<file path="src/include/ais_pkg.sv">
// shared constants and types for the analog input scaling block
package ais_pkg;

    // channel count, reported read-only in each object group
    localparam int NCH = 32'h0000_0002;
    localparam logic [7:0] CH_COUNT = 8'h02;

    // converter code: 1024 counts, voltage mode puts zero volts mid-scale
    localparam int ADC_W = 32'h0000_000A;
    localparam int ADC_SPAN = 32'h0000_0400;
    localparam int ADC_MID = 32'h0000_0200;

    // object dictionary indices and subindices
    localparam logic [15:0] IDX_VALUE = 16'h3320;
    localparam logic [15:0] IDX_OFFSET = 16'h3321;
    localparam logic [15:0] IDX_DIVISOR = 16'h3322;
    localparam logic [7:0] SUB_COUNT = 8'h00;
    localparam logic [7:0] SUB_CH1 = 8'h01;
    localparam logic [7:0] SUB_CH2 = 8'h02;

    // values after reset
    localparam logic [31:0] OFFSET_RST = 32'h0000_0000;
    localparam logic [31:0] DIVISOR_RST = 32'h0000_0001;
    localparam logic [31:0] VALUE_RST = 32'h0000_0000;

    // divider: one quotient bit per cycle, last step index
    localparam logic [4:0] DIV_LAST = 5'h1F;

    // conversion sequencer, gray along idle-wait-store-next
    typedef enum logic [1:0] {
        ST_IDLE = 2'h0,
        ST_WAIT = 2'h1,
        ST_STORE = 2'h3,
        ST_NEXT = 2'h2
    } ais_state_t;

    // object access request, one cycle strobe in sel
    typedef struct packed {
        logic sel;
        logic wr;
        logic [15:0] index;
        logic [7:0] sub;
        logic [31:0] wdata;
    } ais_req_t;

    // object access answer, ack is a one cycle pulse
    typedef struct packed {
        logic ack;
        logic err;
        logic [31:0] rdata;
    } ais_rsp_t;

endpackage : ais_pkg

</file>
<file path="src/rtl/ais_divider.sv">
// iterative signed divider, quotient truncated toward zero
`timescale 1ns/1ps
module ais_divider (
    input wire logic clk,
    input wire logic arst_n,
    input wire logic start,
    input wire logic signed [31:0] dividend,
    input wire logic signed [31:0] divisor,
    output logic busy_r,
    output logic done_r,
    output logic signed [31:0] quot_r
);
    logic [31:0] mag_r, mag_nxt, dvs_r, dvs_nxt;
    logic [32:0] rem_r, rem_nxt, shifted;
    logic [4:0] cnt_r, cnt_nxt;
    logic neg_r, neg_nxt, busy_nxt, done_nxt, fit;
    logic signed [31:0] quot_nxt;

    // restoring division on magnitudes, sign applied at the end
    always_comb begin
        mag_nxt = mag_r;
        dvs_nxt = dvs_r;
        rem_nxt = rem_r;
        cnt_nxt = cnt_r;
        neg_nxt = neg_r;
        busy_nxt = busy_r;
        quot_nxt = quot_r;
        done_nxt = 1'b0;
        shifted = {rem_r[31:0], mag_r[31]};
        fit = shifted >= {1'b0, dvs_r};
        if (start && !busy_r) begin
            // negating the most negative value still gives its magnitude
            mag_nxt = dividend[31] ? 32'(-dividend) : dividend;
            dvs_nxt = divisor[31] ? 32'(-divisor) : divisor;
            rem_nxt = 33'h0_0000_0000;
            neg_nxt = dividend[31] ^ divisor[31];
            cnt_nxt = 5'h00;
            busy_nxt = 1'b1;
        end else if (busy_r) begin
            rem_nxt = fit ? 33'(shifted - {1'b0, dvs_r}) : shifted;
            mag_nxt = {mag_r[30:0], fit};
            cnt_nxt = 5'(cnt_r + 5'h01);
            if (cnt_r == ais_pkg::DIV_LAST) begin
                busy_nxt = 1'b0;
                done_nxt = 1'b1;
                quot_nxt = neg_r ? 32'(-{mag_r[30:0], fit})
                                 : {mag_r[30:0], fit};
            end
        end
    end

    // state registers
    always_ff @(posedge clk or negedge arst_n) begin
        if (!arst_n) begin
            mag_r <= 32'h0000_0000;
            dvs_r <= 32'h0000_0000;
            rem_r <= 33'h0_0000_0000;
            cnt_r <= 5'h00;
            neg_r <= 1'b0;
            busy_r <= 1'b0;
            done_r <= 1'b0;
            quot_r <= 32'h0000_0000;
        end else begin
            mag_r <= mag_nxt;
            dvs_r <= dvs_nxt;
            rem_r <= rem_nxt;
            cnt_r <= cnt_nxt;
            neg_r <= neg_nxt;
            busy_r <= busy_nxt;
            done_r <= done_nxt;
            quot_r <= quot_nxt;
        end
    end

    // operands kept only for checking the result
    logic signed [31:0] chk_dvd_r, chk_dvs_r;
    always_ff @(posedge clk or negedge arst_n) begin
        if (!arst_n) begin
            chk_dvd_r <= 32'h0000_0000;
            chk_dvs_r <= 32'h0000_0001;
        end else if (start && !busy_r) begin
            chk_dvd_r <= dividend;
            chk_dvs_r <= divisor;
        end
    end
endmodule : ais_divider

</file>
<file path="src/rtl/ais_scaler.sv">
// two-channel analog input scaler with offset and divisor objects
`timescale 1ns/1ps
// Summary of operation
// Two channels exist and each object group reports 2 in a read-only subindex 0.
// Each channel's scaled value is kept current and read as a signed 32-bit word.
// The channel offset is added to the raw code before dividing.
// The corrected reading is divided by the channel divisor and the quotient stored.
// Software must never program a zero divisor; any other value is allowed.
// Reset leaves offsets at 0 and divisors at 1, so values equal the raw code.
// Raw codes span 1024 counts, mid-scale is 0 V in voltage mode, 0 is 0 mA.
// Each channel has its own writable signed offset used only for that channel.
// Each channel has its own writable signed divisor used only for that channel.
// Division truncates toward zero and a zero divisor keeps the old value.
module ais_scaler (
    input wire logic clk,
    input wire logic arst_n,
    input wire logic adc_valid,
    input wire logic [ais_pkg::NCH-1:0][ais_pkg::ADC_W-1:0] adc_code,
    input wire ais_pkg::ais_req_t obj_req,
    output ais_pkg::ais_rsp_t obj_rsp_r,
    output logic [ais_pkg::NCH-1:0][31:0] scaled_val_r
);
    logic [ais_pkg::ADC_W-1:0] raw_r [ais_pkg::NCH];
    logic [ais_pkg::ADC_W-1:0] raw_nxt [ais_pkg::NCH];
    logic [ais_pkg::NCH-1:0][31:0] off_r, off_nxt, dvs_r, dvs_nxt, val_nxt;
    ais_pkg::ais_rsp_t rsp_nxt;
    ais_pkg::ais_state_t st_r, st_nxt;
    logic ch_r, ch_nxt;
    logic div_start, div_busy, div_done;
    logic signed [31:0] dividend, div_quot;
    logic known_idx, known_sub, req_ch;

    // subindex 1 or 2 addresses a channel
    function automatic logic sub_is_ch(input logic [7:0] sub);
        return sub == ais_pkg::SUB_CH1 || sub == ais_pkg::SUB_CH2;
    endfunction : sub_is_ch

    // channel number addressed by a channel subindex
    function automatic logic sub_ch(input logic [7:0] sub);
        return sub == ais_pkg::SUB_CH2;
    endfunction : sub_ch

    // raw code capture per channel, same clock as the converter
    for (genvar g = 0; g < ais_pkg::NCH; g++) begin : g_raw
        always_comb begin
            raw_nxt[g] = raw_r[g];
            if (adc_valid) begin
                raw_nxt[g] = adc_code[g];
            end
        end
        always_ff @(posedge clk or negedge arst_n) begin
            if (!arst_n) begin
                raw_r[g] <= '0;
            end else begin
                raw_r[g] <= raw_nxt[g];
            end
        end
    end

    // raw code is unsigned counts, mode interpretation is left to software
    assign dividend = $signed({{(32 - ais_pkg::ADC_W){1'b0}}, raw_r[ch_r]})
                    + $signed(off_r[ch_r]); // see R7 see R3

    ais_divider u_div (
        .clk(clk),
        .arst_n(arst_n),
        .start(div_start),
        .dividend(dividend),
        .divisor(dvs_r[ch_r]),
        .busy_r(div_busy),
        .done_r(div_done),
        .quot_r(div_quot)
    );

    // sequencer alternates channels; one conversion takes 36 cycles
    always_comb begin
        st_nxt = st_r;
        ch_nxt = ch_r;
        val_nxt = scaled_val_r;
        div_start = 1'b0;
        case (st_r)
            ais_pkg::ST_IDLE: begin
                // a zero divisor is skipped so the old value stays
                if (dvs_r[ch_r] != 32'h0000_0000) begin // see R5
                    div_start = 1'b1;
                    st_nxt = ais_pkg::ST_WAIT;
                end else begin
                    st_nxt = ais_pkg::ST_NEXT;
                end
            end
            ais_pkg::ST_WAIT: begin
                if (div_done) begin
                    st_nxt = ais_pkg::ST_STORE;
                end
            end
            ais_pkg::ST_STORE: begin
                val_nxt[ch_r] = div_quot; // see R4 see R2
                st_nxt = ais_pkg::ST_NEXT;
            end
            ais_pkg::ST_NEXT: begin
                ch_nxt = ~ch_r;
                st_nxt = ais_pkg::ST_IDLE;
            end
            default: begin
                st_nxt = ais_pkg::ST_IDLE;
            end
        endcase
    end

    // object access decode
    assign known_idx = obj_req.index == ais_pkg::IDX_VALUE
                    || obj_req.index == ais_pkg::IDX_OFFSET
                    || obj_req.index == ais_pkg::IDX_DIVISOR;
    assign known_sub = obj_req.sub == ais_pkg::SUB_COUNT
                    || sub_is_ch(obj_req.sub);
    assign req_ch = sub_ch(obj_req.sub);

    // object reads and writes, answered one cycle after the request
    always_comb begin
        off_nxt = off_r;
        dvs_nxt = dvs_r;
        rsp_nxt = '0;
        if (obj_req.sel) begin
            rsp_nxt.ack = 1'b1;
            if (!known_idx || !known_sub) begin
                rsp_nxt.err = 1'b1;
            end else if (obj_req.wr) begin
                // count entries and scaled values are read-only
                if (!sub_is_ch(obj_req.sub)
                    || obj_req.index == ais_pkg::IDX_VALUE) begin
                    rsp_nxt.err = 1'b1;
                end else if (obj_req.index == ais_pkg::IDX_OFFSET) begin
                    off_nxt[req_ch] = obj_req.wdata;
                end else begin
                    // zero is stored as written; conversion then holds
                    dvs_nxt[req_ch] = obj_req.wdata;
                end
            end else if (obj_req.sub == ais_pkg::SUB_COUNT) begin
                rsp_nxt.rdata = {24'h00_0000, ais_pkg::CH_COUNT};
            end else if (obj_req.index == ais_pkg::IDX_VALUE) begin
                rsp_nxt.rdata = scaled_val_r[req_ch];
            end else if (obj_req.index == ais_pkg::IDX_OFFSET) begin
                rsp_nxt.rdata = off_r[req_ch];
            end else begin
                rsp_nxt.rdata = dvs_r[req_ch];
            end
        end
    end

    // registers; presets give value equal to raw code
    always_ff @(posedge clk or negedge arst_n) begin
        if (!arst_n) begin
            st_r <= ais_pkg::ST_IDLE;
            ch_r <= 1'b0;
            off_r <= {ais_pkg::NCH{ais_pkg::OFFSET_RST}};
            dvs_r <= {ais_pkg::NCH{ais_pkg::DIVISOR_RST}};
            scaled_val_r <= {ais_pkg::NCH{ais_pkg::VALUE_RST}};
            obj_rsp_r <= '0;
        end else begin
            st_r <= st_nxt;
            ch_r <= ch_nxt;
            off_r <= off_nxt;
            dvs_r <= dvs_nxt;
            scaled_val_r <= val_nxt;
            obj_rsp_r <= rsp_nxt;
        end
    end

    // marks the first cycle after reset release, for checking only
    logic seen_r;
    always_ff @(posedge clk or negedge arst_n) begin
        if (!arst_n) begin
            seen_r <= 1'b0;
        end else begin
            seen_r <= 1'b1;
        end
    end
endmodule : ais_scaler

</file>
<file path="config.mk">
export PLATFORM = sky130hd
export DESIGN_NAME = ais_scaler
export DESIGN_NICKNAME = d
export VERILOG_FILES = /design/src/include/ais_pkg.sv /design/src/rtl/ais_divider.sv /design/src/rtl/ais_scaler.sv
export SDC_FILE = /design/constraint.sdc
export NUM_CORES = 1
export LEC_CHECK = 0
export ABC_AREA = 1
export BUFFER_PORTS_ARGS = -buffer_cell sky130_fd_sc_hd__buf_2
export CORE_ASPECT_RATIO = 1.1
export CORE_MARGIN = 5
export CORE_UTILIZATION = 50
export DETAILED_ROUTE_END_ITERATION = 12
export GPL_TIMING_DRIVEN = 0
export MAX_ROUTING_LAYER = met4
export PLACE_DENSITY = 0.7
export SLEW_MARGIN = 10
export SYNTH_ARGS = -nofsm -noshare
export SYNTH_HDL_FRONTEND = slang
export SYNTH_SLANG_ARGS = --single-unit
</file>
<file path="constraint.sdc">
create_clock -name clk -period 11.1 [get_ports clk]
set_input_delay 0.555 -clock clk [delete_from_list [all_inputs] [get_ports clk]]
set_output_delay 0.555 -clock clk [all_outputs]
set_load 0.01 [all_outputs]
</file>
# Yosys cells after proc, flatten, opt, wreduce, memory -nomap -nowiden
# Cells that the tools add are included.
# classes
addsub	6
multipliers	0
div	0
n_lt_le_gt_ge	6
eq_ne	10
n_shift	0
mux	50
bitwise	7
n_reduce_logical	20
# op_table
op	count
32-bit 2-to-1 mux	25
64-bit bitwise mux	3
32-bit negator	3
32-bit demux with 1-bit select	2
16-bit by 14-bit == test with 1-bit output, second input constant	3
34-bit 2-to-1 mux	1
33-bit by 32-bit >= comparator with 1-bit output	1
11-bit by 32-bit adder with 32-bit output	1
32-bit nonzero test	1
32-bit subtractor	1
10-bit 2-to-1 mux	3
1-bit 2-to-1 mux	11
5-bit 2-to-1 mux	2
5-bit AND reduction	2
8-bit by 1-bit == test with 1-bit output, second input constant	1
8-bit by 2-bit == test with 1-bit output, second input constant	1
8-bit logical NOT	1
2-bit one-hot mux with 4 select lines	1
1-bit logical OR	6
5-bit by 1-bit adder with 5-bit output, second input constant	1
5-bit == test, second input constant	1
1-bit NOT	5
2-bit == test, second input constant	2
1-bit logical NOT	4
12 further kinds	17
# word_totals
reg_bits	385
latchBits	0
mem_bits_rw	0
romBits	0
input_bits	81
output_inout_bits	98
word_cells	120
memories	0

# Depth between registers and ports, before layout
# Gate-level depths: netlist of the first run.
# logic_depth
word_depth	9
ltp_mapped	30
ltp_nobuf	26

# Hierarchy
# Synthesis of the first run repeated with hierarchy kept, for this count alone.
# hier_totals
hier_cells	3350
hier_area_um2	23990.5
# by_module_without_submodules
mod	instances	cells_each	area_each_um2	seq_area_each_um2
ais_scaler	1	1893	13933.4	6233.5
ais_divider	1	1457	10057.1	3403.3

# Worst setup path after synthesis of the first run
# Ideal clock, no wire load.
# synth_path
path_type	reg2reg
start	register ch_r
end	register u_div.mag_r[26]
setup_time_ps	117
arrival_time_ps	3619
required_time_ps	10983
path_slack_ps	7365
path_stages_with_launch	30
path_buffers	6
synth_period_minus_slack_ps	3735
cell_sequence	dfrtp_1 -> buf_6 -> buf_6 -> buf_6 -> buf_6 -> buf_2 -> clkbuf_1 -> nand2_1 -> o21ai_0 -> ha_1 -> fa_1 -> inv_1 -> ha_1 -> inv_1 -> nor2_1 -> nand3_1 -> nor2_1 -> nand2_1 -> nor2_1 -> nand2_1 -> nor2_1 -> nand3_1 -> nand2_2 -> nand2_2 -> nor2_1 -> nand2_1 -> nand2_1 -> nand2_1 -> nand2_1 -> nand2_1
# synth_between
elab_chain_len	8
word_cells_on_any_way	17
classes_between	add/sub: 2; mux: 11; bitwise: 1; reduce/logical: 3
# synth_lines
element	line	text
start, declared	ais_scaler.sv:28	logic ch_r, ch_nxt;
start signal, assigned	ais_scaler.sv:161	ch_r <= ch_nxt;
1-bit NOT with 2-bit output (implied by the code)	ais_scaler.sv:61	assign dividend = $signed({{(32 - ais_pkg::ADC_W){1'b0}}, raw_r[ch_r]})
10-bit 2-to-1 mux (implied by the code) (3 in a row)	ais_scaler.sv:61	
11-bit by 32-bit adder with 32-bit output	ais_scaler.sv:62	+ $signed(off_r[ch_r]);
32-bit negator	ais_divider.sv:33	mag_nxt = dividend[31] ? 32'(-dividend) : dividend;
32-bit 2-to-1 mux	ais_divider.sv:33	
32-bit 2-to-1 mux	ais_divider.sv:31	if (start && !busy_r) begin
end signal, assigned	ais_divider.sv:64	mag_r <= mag_nxt;
end, declared	ais_divider.sv:13	logic [31:0] mag_r, mag_nxt, dvs_r, dvs_nxt;
# Several ways; a longest one is shown, not always the timed one. The select of a mux whose other input is x is not followed.
# A chain may end at the register's enable or synchronous reset.

# Final worst setup path of the first run
# layout_path
start	register ch_r
end	register u_div.mag_r[20]
# Same word-level chain as after synthesis.

==> impl_results.md, run 1 <==
* Core Footprint at 0.0446 mm^2
* Yosys top cell by area: dfrtp_1
* Post-CTS Setup Inserts at 0
* Gr usage total at roughly 36%
* Cell mode on critical path: nand2_1
* Worst Max-Slew Pin Slew at about 1300 ps
* Worst hold-check path type: in2reg
* Initial antenna violation count at 2
* Crit. End Element: flip-flop
* Hold_buf cts at 1
* Max FO, Critical Path at 10
* Most used routing layer: met2
* Final setup fails at 0
* RD Place Congestion at approximately 1.0
* Vias in the first global route at ~22000
* Initial DRC count at 2390
* Wirelength per Cell at about 23 um
* R2r startpoint: ch_r
* Clk_lat worst skew at ~580 ps
* Layout Nets at about 3400
* WL final at a little under 90 mm
* F_max at between 150 and 200 MHz
* Cells after synthesis at between 3000 and 4000
* Net Sw Frac at slightly below 30%
* Layout Skew at 17.9 ps
* Top post-synthesis cells by area: dfrtp_1, nand2_1, o21ai_0
* Net switching power figure at between 0.001 and 0.0015 W
* Maximum VDD drop at about 0.14 mV
* Hold Path End: obj_rsp_r[33]
* Die width at approximately 210 um
* CTS buffer count at 43
* Die H at 233 um
* Count leader, synth: nand2_1
* Post-Syn Area at 0.0226 mm^2
* Final Hold Viols at 0
* DR vias at about 23000
* Die area at between 0.04 and 0.05 mm^2
* Yosys top cell area share at 42.4%
* RSZ-0062 raised after global routing: no
* R2R Path End: u_div.mag_r[20]
* IO Count at around 180
* Yosys warnings at 0
* Share of layout cells above drive strength 1 at a little over a tenth
* Slowest cell on crit path: clkbuf_1
* CTS Buffer Depth at 3
* DRC Markers at 0
* EDFF count, synth at 0
* Largest stage delay, worst path at 590 ps
* Syn Nets at roughly 3200
* DRT antenna net count at 0
* GR Util met2 at between 50 and 60%
* Hold Path Depth at 1
* H-Tree Depth at 2
* Port bufs at between 150 and 200
* Commonest cells in the netlist: nand2_1, o21ai_0, dfrtp_1
* Int Pwr at approximately 0.0025 W
* Clk slew on worst S/H paths at 70 ps
* Worst R2R Setup Slack at 5690 ps
* Pre-Repair DR Iteration Count at 6
* Maxcap violations at 0
* GR Util met1 at 45.0%
* Via/cell ratio at ~5.8
* CP required at ~12000 ps
* Hold Path Origin: obj_req[57]
* Max Slew Vio Count at 0
* Combinational share of power at between 10% and 20%
* First-pass GRT wire length at roughly 130 mm
* Gr ovfl total at 0
* HPWL after DPL at 68.7 mm
* CTS tree: yes
* Clock power frac at 43.7%
* Arr. time, crit path at a little under 6000 ps
* Sequential share of power at 42.4%
* Startpoint types: flip-flop
* Crit path max-delay family: buffers and inverters
* Starting Density at between 50% and 60%
* CP bufs+invs at 8
* Seq cells post-synth at slightly below 400
* Crit share post-route at 48.8%
* PD cells at between 100 and 150 mW/mm^2
* CTS Sinks at 385
* Synth cell types at 56
* Max-slew headroom at about 11%
* Lkg Pwr at between 10 and 15 nW
* Num rows at roughly 80
* Status: finished clean
* Async SR Flop Fraction at 100%
* Grt met3 use at ~7.1%
* Area growth from synthesis to layout at 14.3%
* Post-synthesis sequential area ratio at between 40% and 50%
* Main synth FF type: dfrtp_1
* Period minus WS final at 5410 ps
* Root Buffer: clkbuf_16
* Post-Syn Area per Cell at between 7 and 8 um^2
* CTS resizes at 0
* Pwr Total at roughly 0.0035 W
* Fin Setup TNS at 0 ps
* R2R depth at 27
* Largest net degree at the start of global routing at 110
* Type of the worst setup path: reg2reg
sequential cells by signal, indices dropped and copies added, names as in the netlist, 2 cells and up:
register and cells:
obj_rsp_r 34, scaled_val_r 64, u_div.dvs_r 32, st_r 2, u_div.quot_r 32, u_div.mag_r 32
off_r 64, raw_r 20, dvs_r 64, u_div.rem_r 32, u_div.cnt_r 5
routing by layer:
layer,share of wire [%],wire [um],up-vias
met2,46,41200,997
met1,40,35600,10900
met3,7.5,6690,256
met5,0,0,-
li1,-,-,10500
met4,6.0,5280,0
placed cells by master, fill, tap and decap left out, types with 11 or more instances in the layout:
cell type    n
a21oi_1    122
buf_2      197
clkbuf_1   104
clkbuf_16   45
dfrtp_1    383
ha_1        47
inv_1      322
nand2_1    844
nand2_2     11
nand3_1    114
nand3b_1    11
nand4_1     28
nor2_1     247
nor3_1      28
o211ai_1    29
o21a_1      12
o21ai_0    439
o21ai_1     37
o221ai_1    13
or2_2       13
xnor2_1     27
xor2_1      64
worst max path at each step:
| stage | depth (start not counted) | end | startpoint |
|---|---|---|---|
| after floorplan | 29 | u_div.mag_r[26] | ch_r |
| after global placement | 1 | obj_rsp_r[33] | arst_n |
| after detailed placement | 27 | u_div.mag_r[20] | ch_r |
| after CTS | 27 | u_div.mag_r[20] | ch_r |
| after global routing | 29 | u_div.mag_r[26] | ch_r |
| final | 27 | u_div.mag_r[20] | ch_r |
power by group through the flow:
stage	clock [W]	sequential [W]	combinational, W
after floorplan	0	0.00149	0.000287
final	0.00152	0.00147	0.000483
after CTS	0.00153	0.00147	0.000478
after detailed placement	0	0.00150	0.000475
after global routing	0.00159	0.00148	0.000525
after global placement	0	0.00150	0.000464
cell families after synthesis:
family	Yosys count	share of synthesized area, %
and+or+nand+nor	1329	24.2
AOI/OAI and AO/OA	724	17.6
buffers and inverters	471	8.29
DFF	385	42.6
xor gates and xnor gates	91	3.53
adders and majority gates	49	2.78
muxes	18	0.908
metrics by stage:
stage / area (um^2) / setup WS, ps / utilization (%) / cells / hold WS [ps]
after floorplan: 22600 / 7360 / - / 3067 / 259
after global placement: 24200 / 2050 / 54.3 / 3825 / 466
after detailed placement: 24300 / 5880 / 54.6 / 3829 / 421
after CTS: 25800 / 5820 / 57.9 / 3909 / 82.7
after global routing: 25800 / 5450 / 58.0 / 3911 / 102
final: 25800 / 5690 / 58.0 / 3912 / 99.0
layout make-up:
| cell class | instances | area [um^2] |
|---|---|---|
| buffer | 139 | 627 |
| sequential | 385 | 9640 |
| tap | 581 | 727 |
| multi-input combinational | 2211 | 11100 |
| clock inverter | 23 | 274 |
| inverter | 332 | 1250 |
| fill | 4233 | 18700 |
| clock buffer | 56 | 1220 |
| timing repair buffer | 182 | 1020 |
| antenna | 3 | 7.51 |
No activity file was read; power rests on OpenSTA's default activity.
==> run 2, diff against run 1 <==
Settings changed: PLACE_DENSITY 0.7 to 0.73.
Clock period 11.1 ns to 4.5 ns, I/O delays scaled along.
==> run 2 against run 1 <==
Hold slack got worse by 38 ps. Wire length fell by 2.6%. Clock power rose by 130%. Maximum frequency rose by 27%. Count of clock-buffer cells in the layout rose by 3. Sequential power rose by 150%. Via count rose by 1.3%. Sequential share of layout area fell by 0.66 points. Clock skew rose by 8.7 ps. Setup slack got worse by 5400 ps. Critical path depth fell by 3. Register-to-register slack got worse by 5400 ps. Highest routed layer unchanged.
==> impl_results.md, run 2 (synthesized netlist as in run 1, its figures left out) <==
* Status: finished clean
* Maxcap violations at 0
* F_max at roughly 230 MHz
* Initial DRC count at about 2400
* Vias in the first global route at ~22000
* Net switching power figure at roughly 0.0024 W
* Most common cell after layout, fill and taps aside: nand2_1
* HPWL after DPL at about 68 mm
* CTS Buffer Depth at 3
* Crit. End Element: flip-flop
* Max Slew Vio Count at 0
* Largest regs: dvs_r (64), off_r (64), scaled_val_r (64)
* Finished Core Util at roughly 60%
* Largest net degree at the start of global routing at about 110
* DR vias at between 20000 and 25000
* Post-route setup slack at between 200 and 250 ps
* Gr ovfl total at 0
* Crit share post-route at 94.6%
* WL final at between 80 and 90 mm
* Lkg Pwr at between 10 and 15 nW
* Period minus WS final at 4260 ps
* Fin Setup TNS at 0 ps
* DRC Markers at 0
* Clk_lat worst skew at approximately 590 ps
* Die width at between 200 and 250 um
* Via/cell ratio at approximately 5.8
* Layout Skew at approximately 27 ps
* Worst R2R Setup Slack at ~240 ps
* Worst Max-Slew Pin Slew at 1200 ps
* Maximum VDD drop at about 0.32 mV
* Share of layout cells above drive strength 1 at 10.7%
* Pre-CTS WS at -603 ps
* Core Footprint at 0.0446 mm^2
* Arr. time, crit path at 4720 ps
* Die area at 0.0496 mm^2
* Combinational share of power at 14.6%
* DRT antenna net count at 0
* Gr usage total at between 30% and 40%
* Root Buffer: clkbuf_16
* Startpoint types: flip-flop
* Final setup fails at 0
* IO Count at 179
* Worst hold-check path type: in2reg
* CTS tree: yes
* Port bufs at roughly 180
* Layout Nets at between 3000 and 4000
* Starting Density at 50.7%
* Initial antenna violation count at 1
* Net Sw Frac at around 29%
* Pwr Total at approximately 0.0083 W
* Clock power frac at between 40% and 50%
* Area growth from synthesis to layout at 16.4%
* H-Tree Depth at 2
* CP required at about 5000 ps
* Pre-Repair DR Iteration Count at 6
* Final Hold Viols at 0
* RSZ-0062 raised after global routing: no
* First-pass GRT wire length at 132 mm
* CTS Sinks at 385
* PD cells at 317 mW/mm^2
* Max FO, Critical Path at 19
* Wirelength per Cell at 21.9 um
* Max-slew headroom at a little under a fifth
* RD Place Congestion at around 1.1
* Type of the worst setup path: reg2reg
* Most frequent cells in the layout: nand2_1, o21ai_0, dfrtp_1
* CTS buffer count at 41
* Num rows at 81
* Int Pwr at about 0.0059 W
* Sequential share of power at around 44%
* Clk slew on worst S/H paths at approximately 70 ps
* Die H at ~230 um
[run 2: layout make-up]
cell class / instances / area [um^2]
multi-input combinational: 2211 / 11100
buffer: 136 / 634
antenna: 1 / 2.50
clock buffer: 59 / 1190
inverter: 332 / 1250
tap: 581 / 727
fill: 4138 / 18300
sequential: 385 / 9640
timing repair buffer: 238 / 1550
clock inverter: 14 / 168
[run 2: through the flow]
stage                     instance area, um^2  hold slack (ps)  std cells
after detailed placement                24300              252       3828
after global routing                    26300             87.1       3956
after global placement                  24200              359       3825
final                                   26300             61.2       3957
after floorplan                         22600            -70.6       3067
after CTS                               26300             25.4       3956
[run 2: repair_timing]
action | 4_1_cts | 5_1_grt
endpoints found under the hold margin | 226 | 0
setup endpoints to repair | 28 | 23
pin swaps | 1 | 2
gates resized for setup | 9 | 17
buffers inserted | 2 | 1
hold buffers | 55 | 0
[run 2: path summary, 6_finish.rpt]
path                                 start          endpoint  depth (start not counted)
setup / recovery                      ch_r   u_div.mag_r[26]                         24
hold / removal                   adc_valid         raw_r[16]                          3
setup reg to reg                      ch_r   u_div.mag_r[26]                         24
hold reg to reg            u_div.dvs_r[16]   u_div.dvs_r[16]                          2
max in group asynchronous           arst_n  scaled_val_r[28]                          4
min in group asynchronous           arst_n   u_div.rem_r[13]                          2
[run 2: worst max-delay path: stages (launching register included)]
cell	delay [ps]
dfrtp_1	350
buf_6	140
inv_2	50
buf_2	290
o21ai_0	670
fa_1	600
inv_1	110
ha_1	170
inv_1	40
nor2_1	110
nand3_1	100
nor2_1	150
nand2_1	80
nor2_1	140
nand2_1	90
nor2_1	160
nand3_1	190
nand2_4	170
nand2_2	100
nor2_1	90
nand2_1	50
nand2_1	80
nand2_1	70
nand2_1	70
nand2_1	60
[run 2: power groups by stage]
| stage | Clock, W | Combinational, W | Sequential [W] |
|---|---|---|---|
| floorplan | 0 | 0.000707 | 0.00367 |
| global placement | 0 | 0.00112 | 0.00370 |
| detailed placement | 0 | 0.00114 | 0.00369 |
| CTS | 0.00350 | 0.00119 | 0.00363 |
| global route | 0.00365 | 0.00134 | 0.00364 |
| finish | 0.00348 | 0.00122 | 0.00364 |
[run 2: per-layer routing]
metal  vias up  GRT usage, %  share of wire, %
li1      10600             -                 -
met1     11100          44.4                40
met2      1012          57.4                47
met3       265          5.93               7.2
met4         0          16.0               5.4
met5         -             -                 0
